File: config.mk
export PLATFORM = sky130hd
export DESIGN_NAME = irq_ctrl
export DESIGN_NICKNAME = d
export VERILOG_FILES = /design/src/inc/irq_pkg.sv /design/src/hw/irq_ctrl.sv
export SDC_FILE = /design/constraint.sdc
export NUM_CORES = 1
export LEC_CHECK = 0
export ABC_AREA = 1
export BUFFER_PORTS_ARGS = -buffer_cell sky130_fd_sc_hd__buf_2
export CAP_MARGIN = 20
export CORE_MARGIN = 2
export CORE_UTILIZATION = 48
export CTS_BUF_LIST = sky130_fd_sc_hd__clkbuf_16
export DETAILED_ROUTE_END_ITERATION = 6
export PLACE_DENSITY = 0.9
export SLEW_MARGIN = 20
export SYNTH_ARGS = -nofsm -noshare
export SYNTH_HDL_FRONTEND = slang
export SYNTH_SLANG_ARGS = --single-unit
File: constraint.sdc
create_clock -name aclk -period 4.6 [get_ports aclk]
set_input_delay 0.23 -clock aclk [delete_from_list [all_inputs] [get_ports aclk]]
set_output_delay 0.23 -clock aclk [all_outputs]
set_load 0.1 [all_outputs]
File: src/inc/irq_pkg.sv
// Package: register map, field positions and bus codes of the interrupt request block
package irq_pkg;
    // -------------------------------------------------------------------------
    // Register indices and byte addresses
    // -------------------------------------------------------------------------
    localparam int          ADDR_W           = 16;
    localparam logic [11:0] REQ_INDEX        = 12'hfc3;
    localparam logic [11:0] CTL_INDEX        = 12'hfcf;
    localparam logic [15:0] REQ_ADDR         = {2'b00, REQ_INDEX, 2'b00};
    localparam logic [15:0] CTL_ADDR         = {2'b00, CTL_INDEX, 2'b00};
    // -------------------------------------------------------------------------
    // Fields and reset values
    // -------------------------------------------------------------------------
    localparam int          REQ_W            = 8;
    localparam int          LOWVOLT_BIT      = 7;
    localparam int          COMPARATOR_BIT   = 6;
    localparam int          ENABLE_BIT       = 7;
    localparam logic [7:0]  REQ_RESET        = 8'h00;
    localparam logic        ENABLE_RESET     = 1'b0;
    localparam logic [6:0]  CTL_RESERVED     = 7'h00;
    // -------------------------------------------------------------------------
    // Bus response codes
    // -------------------------------------------------------------------------
    localparam logic [1:0]  RESP_OKAY        = 2'h0;
    localparam logic [1:0]  RESP_SLVERR      = 2'h2;
endpackage : irq_pkg

File: src/hw/irq_ctrl.sv
// Interrupt request flags and master enable behind an AXI4-Lite slave
// Operation
// [RULE_01] A source request sets its flag in the request register.
// [RULE_02] With master enable set, any pending flag raises the core request.
// [RULE_03] With master enable clear, no core request; flags stay readable.
// [RULE_04] Bit 7 is set by port pin 7 or the low-voltage detector.
// [RULE_05] Bit 6 is set by port pin 6 or the comparator.
// [RULE_06] Bits 5..0 follow the same-numbered port pin requests.
// [RULE_07] Enable, return-from-interrupt or software write of one sets master enable.
// [RULE_08] Disable, acknowledge, reset or software write of zero clears master enable.
// [RULE_09] Software writes zeros to the seven reserved control bits.
// [RULE_10] Flags hold until acknowledged or written zero; writing one raises a request.
module irq_ctrl (
    // Clock and reset
    input  wire logic              aclk,
    input  wire logic              aresetn,
    // AXI4-Lite write address
    input  wire logic [15:0]       s_axi_awaddr,
    input  wire logic              s_axi_awvalid,
    output logic                   s_axi_awready,
    // AXI4-Lite write data
    input  wire logic [31:0]       s_axi_wdata,
    input  wire logic [3:0]        s_axi_wstrb,
    input  wire logic              s_axi_wvalid,
    output logic                   s_axi_wready,
    // AXI4-Lite write response
    output logic [1:0]             s_axi_bresp,
    output logic                   s_axi_bvalid,
    input  wire logic              s_axi_bready,
    // AXI4-Lite read address
    input  wire logic [15:0]       s_axi_araddr,
    input  wire logic              s_axi_arvalid,
    output logic                   s_axi_arready,
    // AXI4-Lite read data
    output logic [31:0]            s_axi_rdata,
    output logic [1:0]             s_axi_rresp,
    output logic                   s_axi_rvalid,
    input  wire logic              s_axi_rready,
    // Request sources, one-cycle pulses on aclk
    input  wire logic [7:0]        port_pin_request,
    input  wire logic              low_voltage_detector,
    input  wire logic              comparator_request,
    // Processor core side
    input  wire logic              enable_interrupts_instruction,
    input  wire logic              disable_interrupts_instruction,
    input  wire logic              return_from_interrupt_instruction,
    input  wire logic              core_ack,
    input  wire logic [2:0]        core_ack_vector,
    output logic                   core_irq_request,
    output logic [2:0]             core_irq_vector
);
    // -------------------------------------------------------------------------
    // State
    // -------------------------------------------------------------------------
    logic [7:0]  flags_reg;
    logic [7:0]  flags_next;
    logic        enable_reg;
    logic        enable_next;
    logic [15:0] waddr_reg;
    logic [31:0] wdata_reg;
    logic [3:0]  wstrb_reg;
    logic [7:0]  src_vec;
    logic [7:0]  ack_vec;
    logic        do_write;
    logic        wr_req;
    logic        wr_ctl;
    logic        wr_map;
    logic [15:0] waddr_al;
    logic [15:0] raddr_al;
    logic [2:0]  vec_next;

    // -------------------------------------------------------------------------
    // Write channel: address and data taken in either order, then one response
    // -------------------------------------------------------------------------
    // Write strobes lane 0 only: registers are one byte wide
    assign waddr_al = {waddr_reg[15:2], 2'b00};
    assign do_write = !s_axi_awready && !s_axi_wready && !s_axi_bvalid;
    assign wr_req   = do_write && wstrb_reg[0] && (waddr_al == irq_pkg::REQ_ADDR);
    assign wr_ctl   = do_write && wstrb_reg[0] && (waddr_al == irq_pkg::CTL_ADDR);
    assign wr_map   = (waddr_al == irq_pkg::REQ_ADDR) || (waddr_al == irq_pkg::CTL_ADDR);

    // Address and data latches, released after the response is taken
    always_ff @(posedge aclk) begin
        if (!aresetn) begin
            s_axi_awready <= 1'b1;
            s_axi_wready  <= 1'b1;
            s_axi_bvalid  <= 1'b0;
            s_axi_bresp   <= irq_pkg::RESP_OKAY;
            waddr_reg     <= '0;
            wdata_reg     <= '0;
            wstrb_reg     <= '0;
        end else begin
            if (s_axi_awvalid && s_axi_awready) begin
                s_axi_awready <= 1'b0;
                waddr_reg     <= s_axi_awaddr;
            end
            if (s_axi_wvalid && s_axi_wready) begin
                s_axi_wready <= 1'b0;
                wdata_reg    <= s_axi_wdata;
                wstrb_reg    <= s_axi_wstrb;
            end
            // Response code registered with bvalid so the output comes from a flop
            if (do_write) begin
                s_axi_bvalid <= 1'b1;
                s_axi_bresp  <= wr_map ? irq_pkg::RESP_OKAY : irq_pkg::RESP_SLVERR;
            end
            if (s_axi_bvalid && s_axi_bready) begin
                s_axi_bvalid  <= 1'b0;
                s_axi_awready <= 1'b1;
                s_axi_wready  <= 1'b1;
            end
        end
    end

    // -------------------------------------------------------------------------
    // Read channel: data one cycle after the address is taken
    // -------------------------------------------------------------------------
    assign raddr_al = {s_axi_araddr[15:2], 2'b00};

    // Reserved control bits and upper lanes read as zero
    always_ff @(posedge aclk) begin
        if (!aresetn) begin
            s_axi_arready <= 1'b1;
            s_axi_rvalid  <= 1'b0;
            s_axi_rdata   <= '0;
            s_axi_rresp   <= irq_pkg::RESP_OKAY;
        end else if (s_axi_arvalid && s_axi_arready) begin
            s_axi_arready <= 1'b0;
            s_axi_rvalid  <= 1'b1;
            s_axi_rresp   <= irq_pkg::RESP_OKAY;
            s_axi_rdata   <= '0;
            if (raddr_al == irq_pkg::REQ_ADDR) begin
                s_axi_rdata[7:0] <= flags_reg;                     // RULE_03
            end else if (raddr_al == irq_pkg::CTL_ADDR) begin
                s_axi_rdata[7:0] <= {enable_reg, irq_pkg::CTL_RESERVED};
            end else begin
                s_axi_rresp <= irq_pkg::RESP_SLVERR;
            end
        end else if (s_axi_rvalid && s_axi_rready) begin
            s_axi_rvalid  <= 1'b0;
            s_axi_arready <= 1'b1;
        end
    end

    // -------------------------------------------------------------------------
    // Request flags
    // -------------------------------------------------------------------------
    // Pins 7 and 6 share their flag with the detector and comparator
    always_comb begin
        src_vec                             = port_pin_request;          // RULE_06
        src_vec[irq_pkg::LOWVOLT_BIT]       = port_pin_request[irq_pkg::LOWVOLT_BIT]
                                              || low_voltage_detector;   // RULE_04
        src_vec[irq_pkg::COMPARATOR_BIT]    = port_pin_request[irq_pkg::COMPARATOR_BIT]
                                              || comparator_request;     // RULE_05
        ack_vec                             = '0;
        if (core_ack) begin
            ack_vec[core_ack_vector] = 1'b1;
        end
    end

    // Source events win over acknowledge and software clear so none is lost
    always_comb begin
        flags_next = flags_reg & ~ack_vec;                               // RULE_10
        if (wr_req) begin
            flags_next = wdata_reg[7:0];                                 // RULE_10
        end
        flags_next = flags_next | src_vec;                               // RULE_01
    end

    always_ff @(posedge aclk) begin
        if (!aresetn) begin
            flags_reg <= irq_pkg::REQ_RESET;
        end else begin
            flags_reg <= flags_next;
        end
    end

    // -------------------------------------------------------------------------
    // Master enable
    // -------------------------------------------------------------------------
    // Setting events take precedence over clearing events in the same cycle
    always_comb begin
        enable_next = enable_reg;
        if (disable_interrupts_instruction || core_ack) begin
            enable_next = 1'b0;                                          // RULE_08
        end
        if (wr_ctl) begin
            enable_next = wdata_reg[irq_pkg::ENABLE_BIT];                // RULE_07 RULE_08
        end
        if (enable_interrupts_instruction || return_from_interrupt_instruction) begin
            enable_next = 1'b1;                                          // RULE_07
        end
    end

    always_ff @(posedge aclk) begin
        if (!aresetn) begin
            enable_reg <= irq_pkg::ENABLE_RESET;                         // RULE_08
        end else begin
            enable_reg <= enable_next;
        end
    end

    // -------------------------------------------------------------------------
    // Core request and vector
    // -------------------------------------------------------------------------
    // Highest-numbered pending flag is offered first
    always_comb begin
        vec_next = '0;
        for (int i = 0; i < irq_pkg::REQ_W; i++) begin
            if (flags_next[i]) begin
                vec_next = 3'(i);
            end
        end
    end

    // Built from next state so the request tracks the flops without a lag
    always_ff @(posedge aclk) begin
        if (!aresetn) begin
            core_irq_request <= 1'b0;
            core_irq_vector  <= '0;
        end else begin
            core_irq_request <= enable_next && (flags_next != '0);       // RULE_02 RULE_03
            core_irq_vector  <= vec_next;
        end
    end
endmodule : irq_ctrl

==> summary.txt, run 1 <==
Run status
  – Status: finished clean

Routing
  – Vias per cell: between 4 and 5
  – 1st-iter DRT viols: 94
  – TritonRoute pass-1 iters: 4
  – Drt wl/cell: around 11 um
  – Remaining antenna violation count after routing: 0
  – Via Count: roughly 2200
  – Drt total wl: 5150 um
  – DRC violations left: 0

Logic synthesis
  – Register area share after synthesis: a little over two fifths
  – Post-synth top area cell: dfxtp_1
  – Synth cell types: 30
  – Area share of the largest cell type after synthesis: 41.9%
  – Synth Instances: 336
  – Synth warn: 0
  – Top post-synthesis cells by area: dfxtp_1 (42%), nor2_1 (9.2%), nand2_1 (8.2%)
  – Post-synthesis cell area: 2440 um2
  – Synth Register Bits: 51
  – Syn_area_per_cell: between 7 and 8 um2

Worst setup path
  – FF-to-FF path depth: 10
  – Crit path max fanout: 9
  – CP Capture Type: register
  – CP Data Required Time: 4.78 ns
  – CP max-delay cell: dfxtp_1
  – CP Class: reg -> reg
  – Worst EP arrival: ~1.9 ns
  – CP cell instances: nor2_1 > nand2_1 > nor2_4 > nand3_4 > o211ai_2 > nand3_2 > nor2_2 > nand2_1 > nor2_1 > nor2_1
  – Worst r2r dst: core_irq_request
  – Worst reg2reg path startpoint: waddr_reg[6]
  – Nature of the critical path startpoint: register
  – Flop2flop setup slack: just under 3 ns
  – Crit-path max cell delay: approximately 0.32 ns
  – Most used cell, CP: nor2_1

Clock tree
  – Clock root cell: clkbuf_16
  – CTS tree: yes
  – Clock-pin slew on the worst setup and hold paths: ~0.07 ns
  – Number of H-tree levels: 2
  – Cts hold-fix bufs: 0
  – Clk Latency, worst-skew pair: slightly below 0.3 ns
  – CTS resizes: 0
  – Clock sinks: just over 50
  – Buffer count from post-CTS setup fixing: 0
  – Maximum clock path buffer count: 2
  – CTS Buf Count: 5

Power
  – Sw power: ~0.43 mW
  – Sw frac: 35.4%
  – Pleak: ~1.5 nW
  – Clock power share: between 30% and 40%
  – Internal Power: 0.789 mW
  – Reg power frac: between 40% and 50%
  – Design Power: approximately 1.2 mW
  – Peak supply drop: around 0.24 mV
  – Power share of the combinational group: about 25%
  – Pwr Density: about 410 nW/um2

Layout
  – Final Net Count: between 500 and 600
  – Largest register FFs: 14
  – Diode count: 0
  – Commonest non-fill, non-tap cell in the layout: buf_2
  – Fraction of layout cells with a size suffix above 1: between 20% and 30%
  – Layout area overhead: 21.0%
  – Most frequent cells in the layout: buf_2 (79), nor2_1 (60), nand2_1 (53)

Min path
  – Worst hold start: s_axi_awvalid
  – Hold/Removal Path Class: in -> reg
  – Cell count of the worst hold path: 2
  – Worst hold endpoint: s_axi_awready

Timing
  – Max_slew headroom: 58.5%
  – Final hold violation count: 0
  – RSZ-0062 raised after global routing: no
  – Min cycle time layout: 1.69 ns
  – Crit share post-route: a little under two fifths
  – Final setup fails: 0
  – Final Max Slew Viols: 0
  – Worst Skew: slightly above 0.004 ns
  – Max frequency: between 0.5 and 0.6 GHz
  – Setup TNS: 0 ns
  – Slew @ Worst Pin: about 0.62 ns

Die
  – Initial Util: between 50 and 60%
  – Die area: between 5000 and 6000 um2
  – Die Ht: 75.3 um
  – Rows: 25
  – Core ar.: between 4000 and 5000 um2
  – DIE WIDTH: ~75 um
  – IO Count: between 100 and 150

Placement
  – Port-buffer cells: between 70 and 80
  – Post-DP HPWL: slightly below 4000 um
  – Final GP Congestion: roughly 0.92

GRT
  – Initial antenna violation count: 0
  – Gr ovfl total: 0
  – GRT Total Usage: just under 20%
  – Vias in the first global route: between 1500 and 2000
  – First-pass GRT wire length: between 8000 and 9000 um
  – Largest net degree at the start of global routing: 45

Job
  – Max-Cap Viols: 0
==> Yosys cell counts <==
library cell and n:
nor2_1 60, nand2_1 53, dfxtp_1 51, inv_1 36, o21ai_0 35, buf_4 26
a21oi_1 15, nand3_1 9, clkbuf_1 7, nand4_1 6, a21boi_0 3, nand3_2 3
nor2_2 3, nor2_4 3, nor3_1 3, o211ai_1 3, a21oi_2 2, buf_1 2
inv_2 2, nand2_2 2, nand3b_1 2, o21a_1 2, clkinv_2 1, conb_1 1
nand2_4 1, nand3_4 1, nor2_8 1, nor4_1 1, o211ai_2 1, or2_4 1
==> critical path: cells and delay by family (launching register included) <==
family	cells	cell delay [ns]
and+or+nand+nor	9	1.14
DFF	1	0.32
AOI/OAI and AO/OA	1	0.12
==> stage by stage <==
| stage | area [um2] | util [%] | std cells | hold slack, ns | setup slack (ns) |
|---|---|---|---|---|---|
| after floorplan | 2530 | - | 361 | 0.330 | 2.44 |
| after global placement | 2780 | 57.7 | 472 | 0.428 | 3.00 |
| after detailed placement | 2780 | 57.7 | 472 | 0.442 | 2.97 |
| after CTS | 2950 | 61.2 | 480 | 0.125 | 2.91 |
| after global routing | 2950 | 61.2 | 480 | 0.136 | 2.73 |
| final | 2950 | 61.2 | 480 | 0.129 | 2.91 |
==> how the worst max path moves through the flow <==
stage	from	to	cells past startpoint
floorplan	s_axi_wready	core_irq_request	11
global placement	s_axi_awready	core_irq_request	10
detailed placement	s_axi_awready	core_irq_request	10
CTS	waddr_reg[6]	core_irq_request	10
finish	waddr_reg[6]	core_irq_request	10
global route	s_axi_wready	core_irq_request	10
==> final cells by class <==
cell class | instances | area, um2
Clock inverter | 3 | 42.5
Clock buffer | 5 | 125
Sequential cell | 51 | 1020
Fill cell | 443 | 1870
Inverter | 39 | 148
Tap cell | 67 | 83.8
Timing Repair Buffer | 79 | 395
Multi-Input combinational cell | 236 | 1130
==> power groups by stage <==
stage	Clock, mW	Combinational [mW]	Sequential [mW]
6_report	0.420	0.308	0.493
5_1_grt	0.442	0.330	0.497
4_1_cts	0.427	0.309	0.493
3_5_place_dp	0	0.307	0.503
3_3_place_gp	0	0.303	0.501
2_1_floorplan	0	0.187	0.586
==> cell families (layout without fill, tap and decap cells) <==
group | count (synthesis) | in the layout | synth area share (%)
other | 1 | 26 | 0.154
buffers and inverters | 74 | 126 | 15.5
DFF | 51 | 51 | 41.9
and+or+nand+nor | 149 | 149 | 28.5
AOI/OAI and AO/OA | 61 | 61 | 14.0
==> metal layers <==
layer,wire [um],track usage [%]
met1,2300,23.4
met2,2400,33.2
met3,351,4.42
met4,97,7.41
met5,0,0
(Power assumes the default switching activity.)
==> inputs of run 2 (changes only) <==
- CORE_UTILIZATION: 48 -> 44
- PLACE_DENSITY: 0.9 -> 0.84
- clock period: 4.6 -> 1.6 ns (I/O delays scaled with it)
==> run 2 against run 1 <==
- maximum frequency is 6.4% higher
- routed wire length is 7.3% higher
- cell count is 3.1% higher
- non-clock buffer count is 9 higher
- worst hold slack worse by 0.086 ns
- critical path type unchanged
- highest routed layer unchanged
==> summary.txt, run 2 (synthesized netlist as in run 1, its figures left out) <==
Run status
  – Status: finished clean

Power
  – Pleak: 1.58 nW
  – Pwr Density: ~1100 nW/um2
  – Peak supply drop: between 0.8 and 0.9 mV
  – Design Power: ~3.5 mW

Worst setup path
  – CP Capture Type: register
  – Crit-path max cell delay: around 0.33 ns
  – CP Data Required Time: 1.78 ns
  – FF-to-FF path depth: 10
  – Crit path max-delay family: simple AND/OR/NAND/NOR gates
  – Crit path max fanout: 5
  – Crit path buf inv count: 0
  – CP Class: reg -> reg
  – CP max-delay cell: dfxtp_2
  – CP cell instances: nor2_2 > nand3_2 > nor2_4 > nand3_4 > o211ai_1 > nand2_2 > nor2_4 > nand2_2 > nor2_1 > nor2_1
  – Stages on worst setup path: 10
  – Nature of the critical path startpoint: register
  – Worst EP arrival: 1.77 ns

GRT
  – GRT Total Usage: between 10% and 20%
  – Met1 GRT Util: 23.1%
  – Largest net degree at the start of global routing: 34
  – Vias in the first global route: between 2000 and 2500
  – Met3 Use GR: around 3.6%
  – Met2 usage: 32.4%
  – First-pass GRT wire length: roughly 9000 um
  – Gr busiest metal: met2
  – Initial antenna violation count: 0
  – Gr ovfl total: 0

Timing
  – Final setup fails: 0
  – Worst Skew: ~0.0085 ns
  – Setup TNS: 0 ns
  – RSZ-0062 raised after global routing: yes
  – Min cycle time layout: around 1.6 ns
  – Max frequency: between 0.6 and 0.7 GHz
  – WHS: 0.0435 ns
  – Crit share post-route: 99.1%
  – Final Max Slew Viols: 0
  – Final hold violation count: 0

Clock tree
  – Clk Latency, worst-skew pair: roughly 0.29 ns
  – Number of H-tree levels: 2
  – CTS tree: yes
  – Maximum clock path buffer count: 2
  – Clock sinks: 51
  – Clock root cell: clkbuf_16
  – Clock-pin slew on the worst setup and hold paths: approximately 0.070 ns
  – CTS Buf Count: 5

Placement
  – Placed Area: around 2800 um2
  – Placed cell count: 481
  – Final GP Congestion: between 0.7 and 0.8
  – Port-buffer cells: a little under 80
  – Post-DP HPWL: slightly above 4000 um

Die
  – Core ar.: ~5400 um2
  – Die area: slightly above 6000 um2
  – IO Count: 137
  – Initial Util: between 40% and 50%
  – Rows: 27
  – Die Ht: just under 80 um
  – DIE WIDTH: roughly 80 um

Layout
  – Filler cell count in the final layout: between 500 and 600
  – FF/Latch Area: around 1000 um2
  – Commonest non-fill, non-tap cell in the layout: buf_2
  – Finished Layout Cells: between 400 and 500
  – Design Area, Final: approximately 3100 um2
  – Fraction of layout cells with a size suffix above 1: 31.9%
  – Most frequent cells in the layout: buf_2 (79), nor2_1 (57), nand2_1 (49)
  – Diode count: 0
  – Largest register FFs: 14
  – Final Net Count: 514
  – Layout area overhead: 27.2%
  – Area occupied by multi-input gates: between 1000 and 1500 um2

Routing
  – Remaining antenna violation count after routing: 0
  – Drt total wl: ~5500 um
  – Via Count: between 2000 and 2500
  – TritonRoute pass-1 iters: 4
  – Vias per cell: ~4.6
  – DRC violations left: 0
  – 1st-iter DRT viols: 83
  – Drt wl/cell: between 10 and 15 um

Min path
  – Cell count of the worst hold path: 4
  – Hold/Removal Path Class: in -> reg

Job
  – Max-Cap Viols: 0
## run 2: cell types whose count changed in the layout (fill, tap and decap cells not counted), sizes merged
cell         change
clkinv           +1
buf              +7
dlygate4sd3      +2
inv              -1
nand3            +1
## run 2: layer usage
layer / wire (um) / vias up
met4: 39 / 0
met2: 2650 / 84
met3: 319 / 2
met1: 2510 / 986
li1: - / 1192
met5: 0 / -
## run 2: through the flow
step                worst slack (ns)  util (%)
floorplan                    -0.0488         -
global placement              0.0346      52.0
detailed placement           -0.0233      52.0
CTS                         -0.00518      56.2
global route                  -0.102      57.0
finish                        0.0136      57.0
## run 2: cell type report
class / count / area share [%]
clock buffer: 5 / 4.04
clock inverter: 3 / 1.41
inverter: 39 / 4.76
multi-input combinational: 237 / 38.3
sequential: 51 / 33.5
tap: 72 / 2.91
timing repair buffer: 88 / 15.1
## run 2: worst paths after layout
kind | startpoint | endpoint | slack (ns)
worst min-delay path | s_axi_rready | s_axi_rvalid | 0.04
worst max register to register | waddr_reg[4] | core_irq_request | 0.01
worst min register to register | flags_reg[1] | s_axi_rdata[1] | 0.47
worst max-delay path | waddr_reg[4] | core_irq_request | 0.01
## run 2: repair_timing
item | CTS | global route
setup endpoints to repair | 2 | 3
hold buffers | 2 | 0
resized for setup | 3 | 15
setup buffers | 2 | 1
gates cloned | 1 | 0
hold endpoints to repair | 2 | 0
pin swaps | 6 | 12
## run 2: report_power, final
part	switching (mW)	internal, mW	leakage (nW)	total, mW
sequential	0.0564	1.37	0.426	1.42
combinational	0.732	0.179	1.07	0.911
clock	0.455	0.737	0.0838	1.19
total	1.24	2.28	1.58	3.53
## run 2: worst min-delay path, delay by kind of cell
family | cells | cell delay (ns)
AO/OA/AOI/OAI | 1 | 0.05
buffers and inverters | 2 | 0.12
AND/OR/NAND/NOR | 1 | 0.04
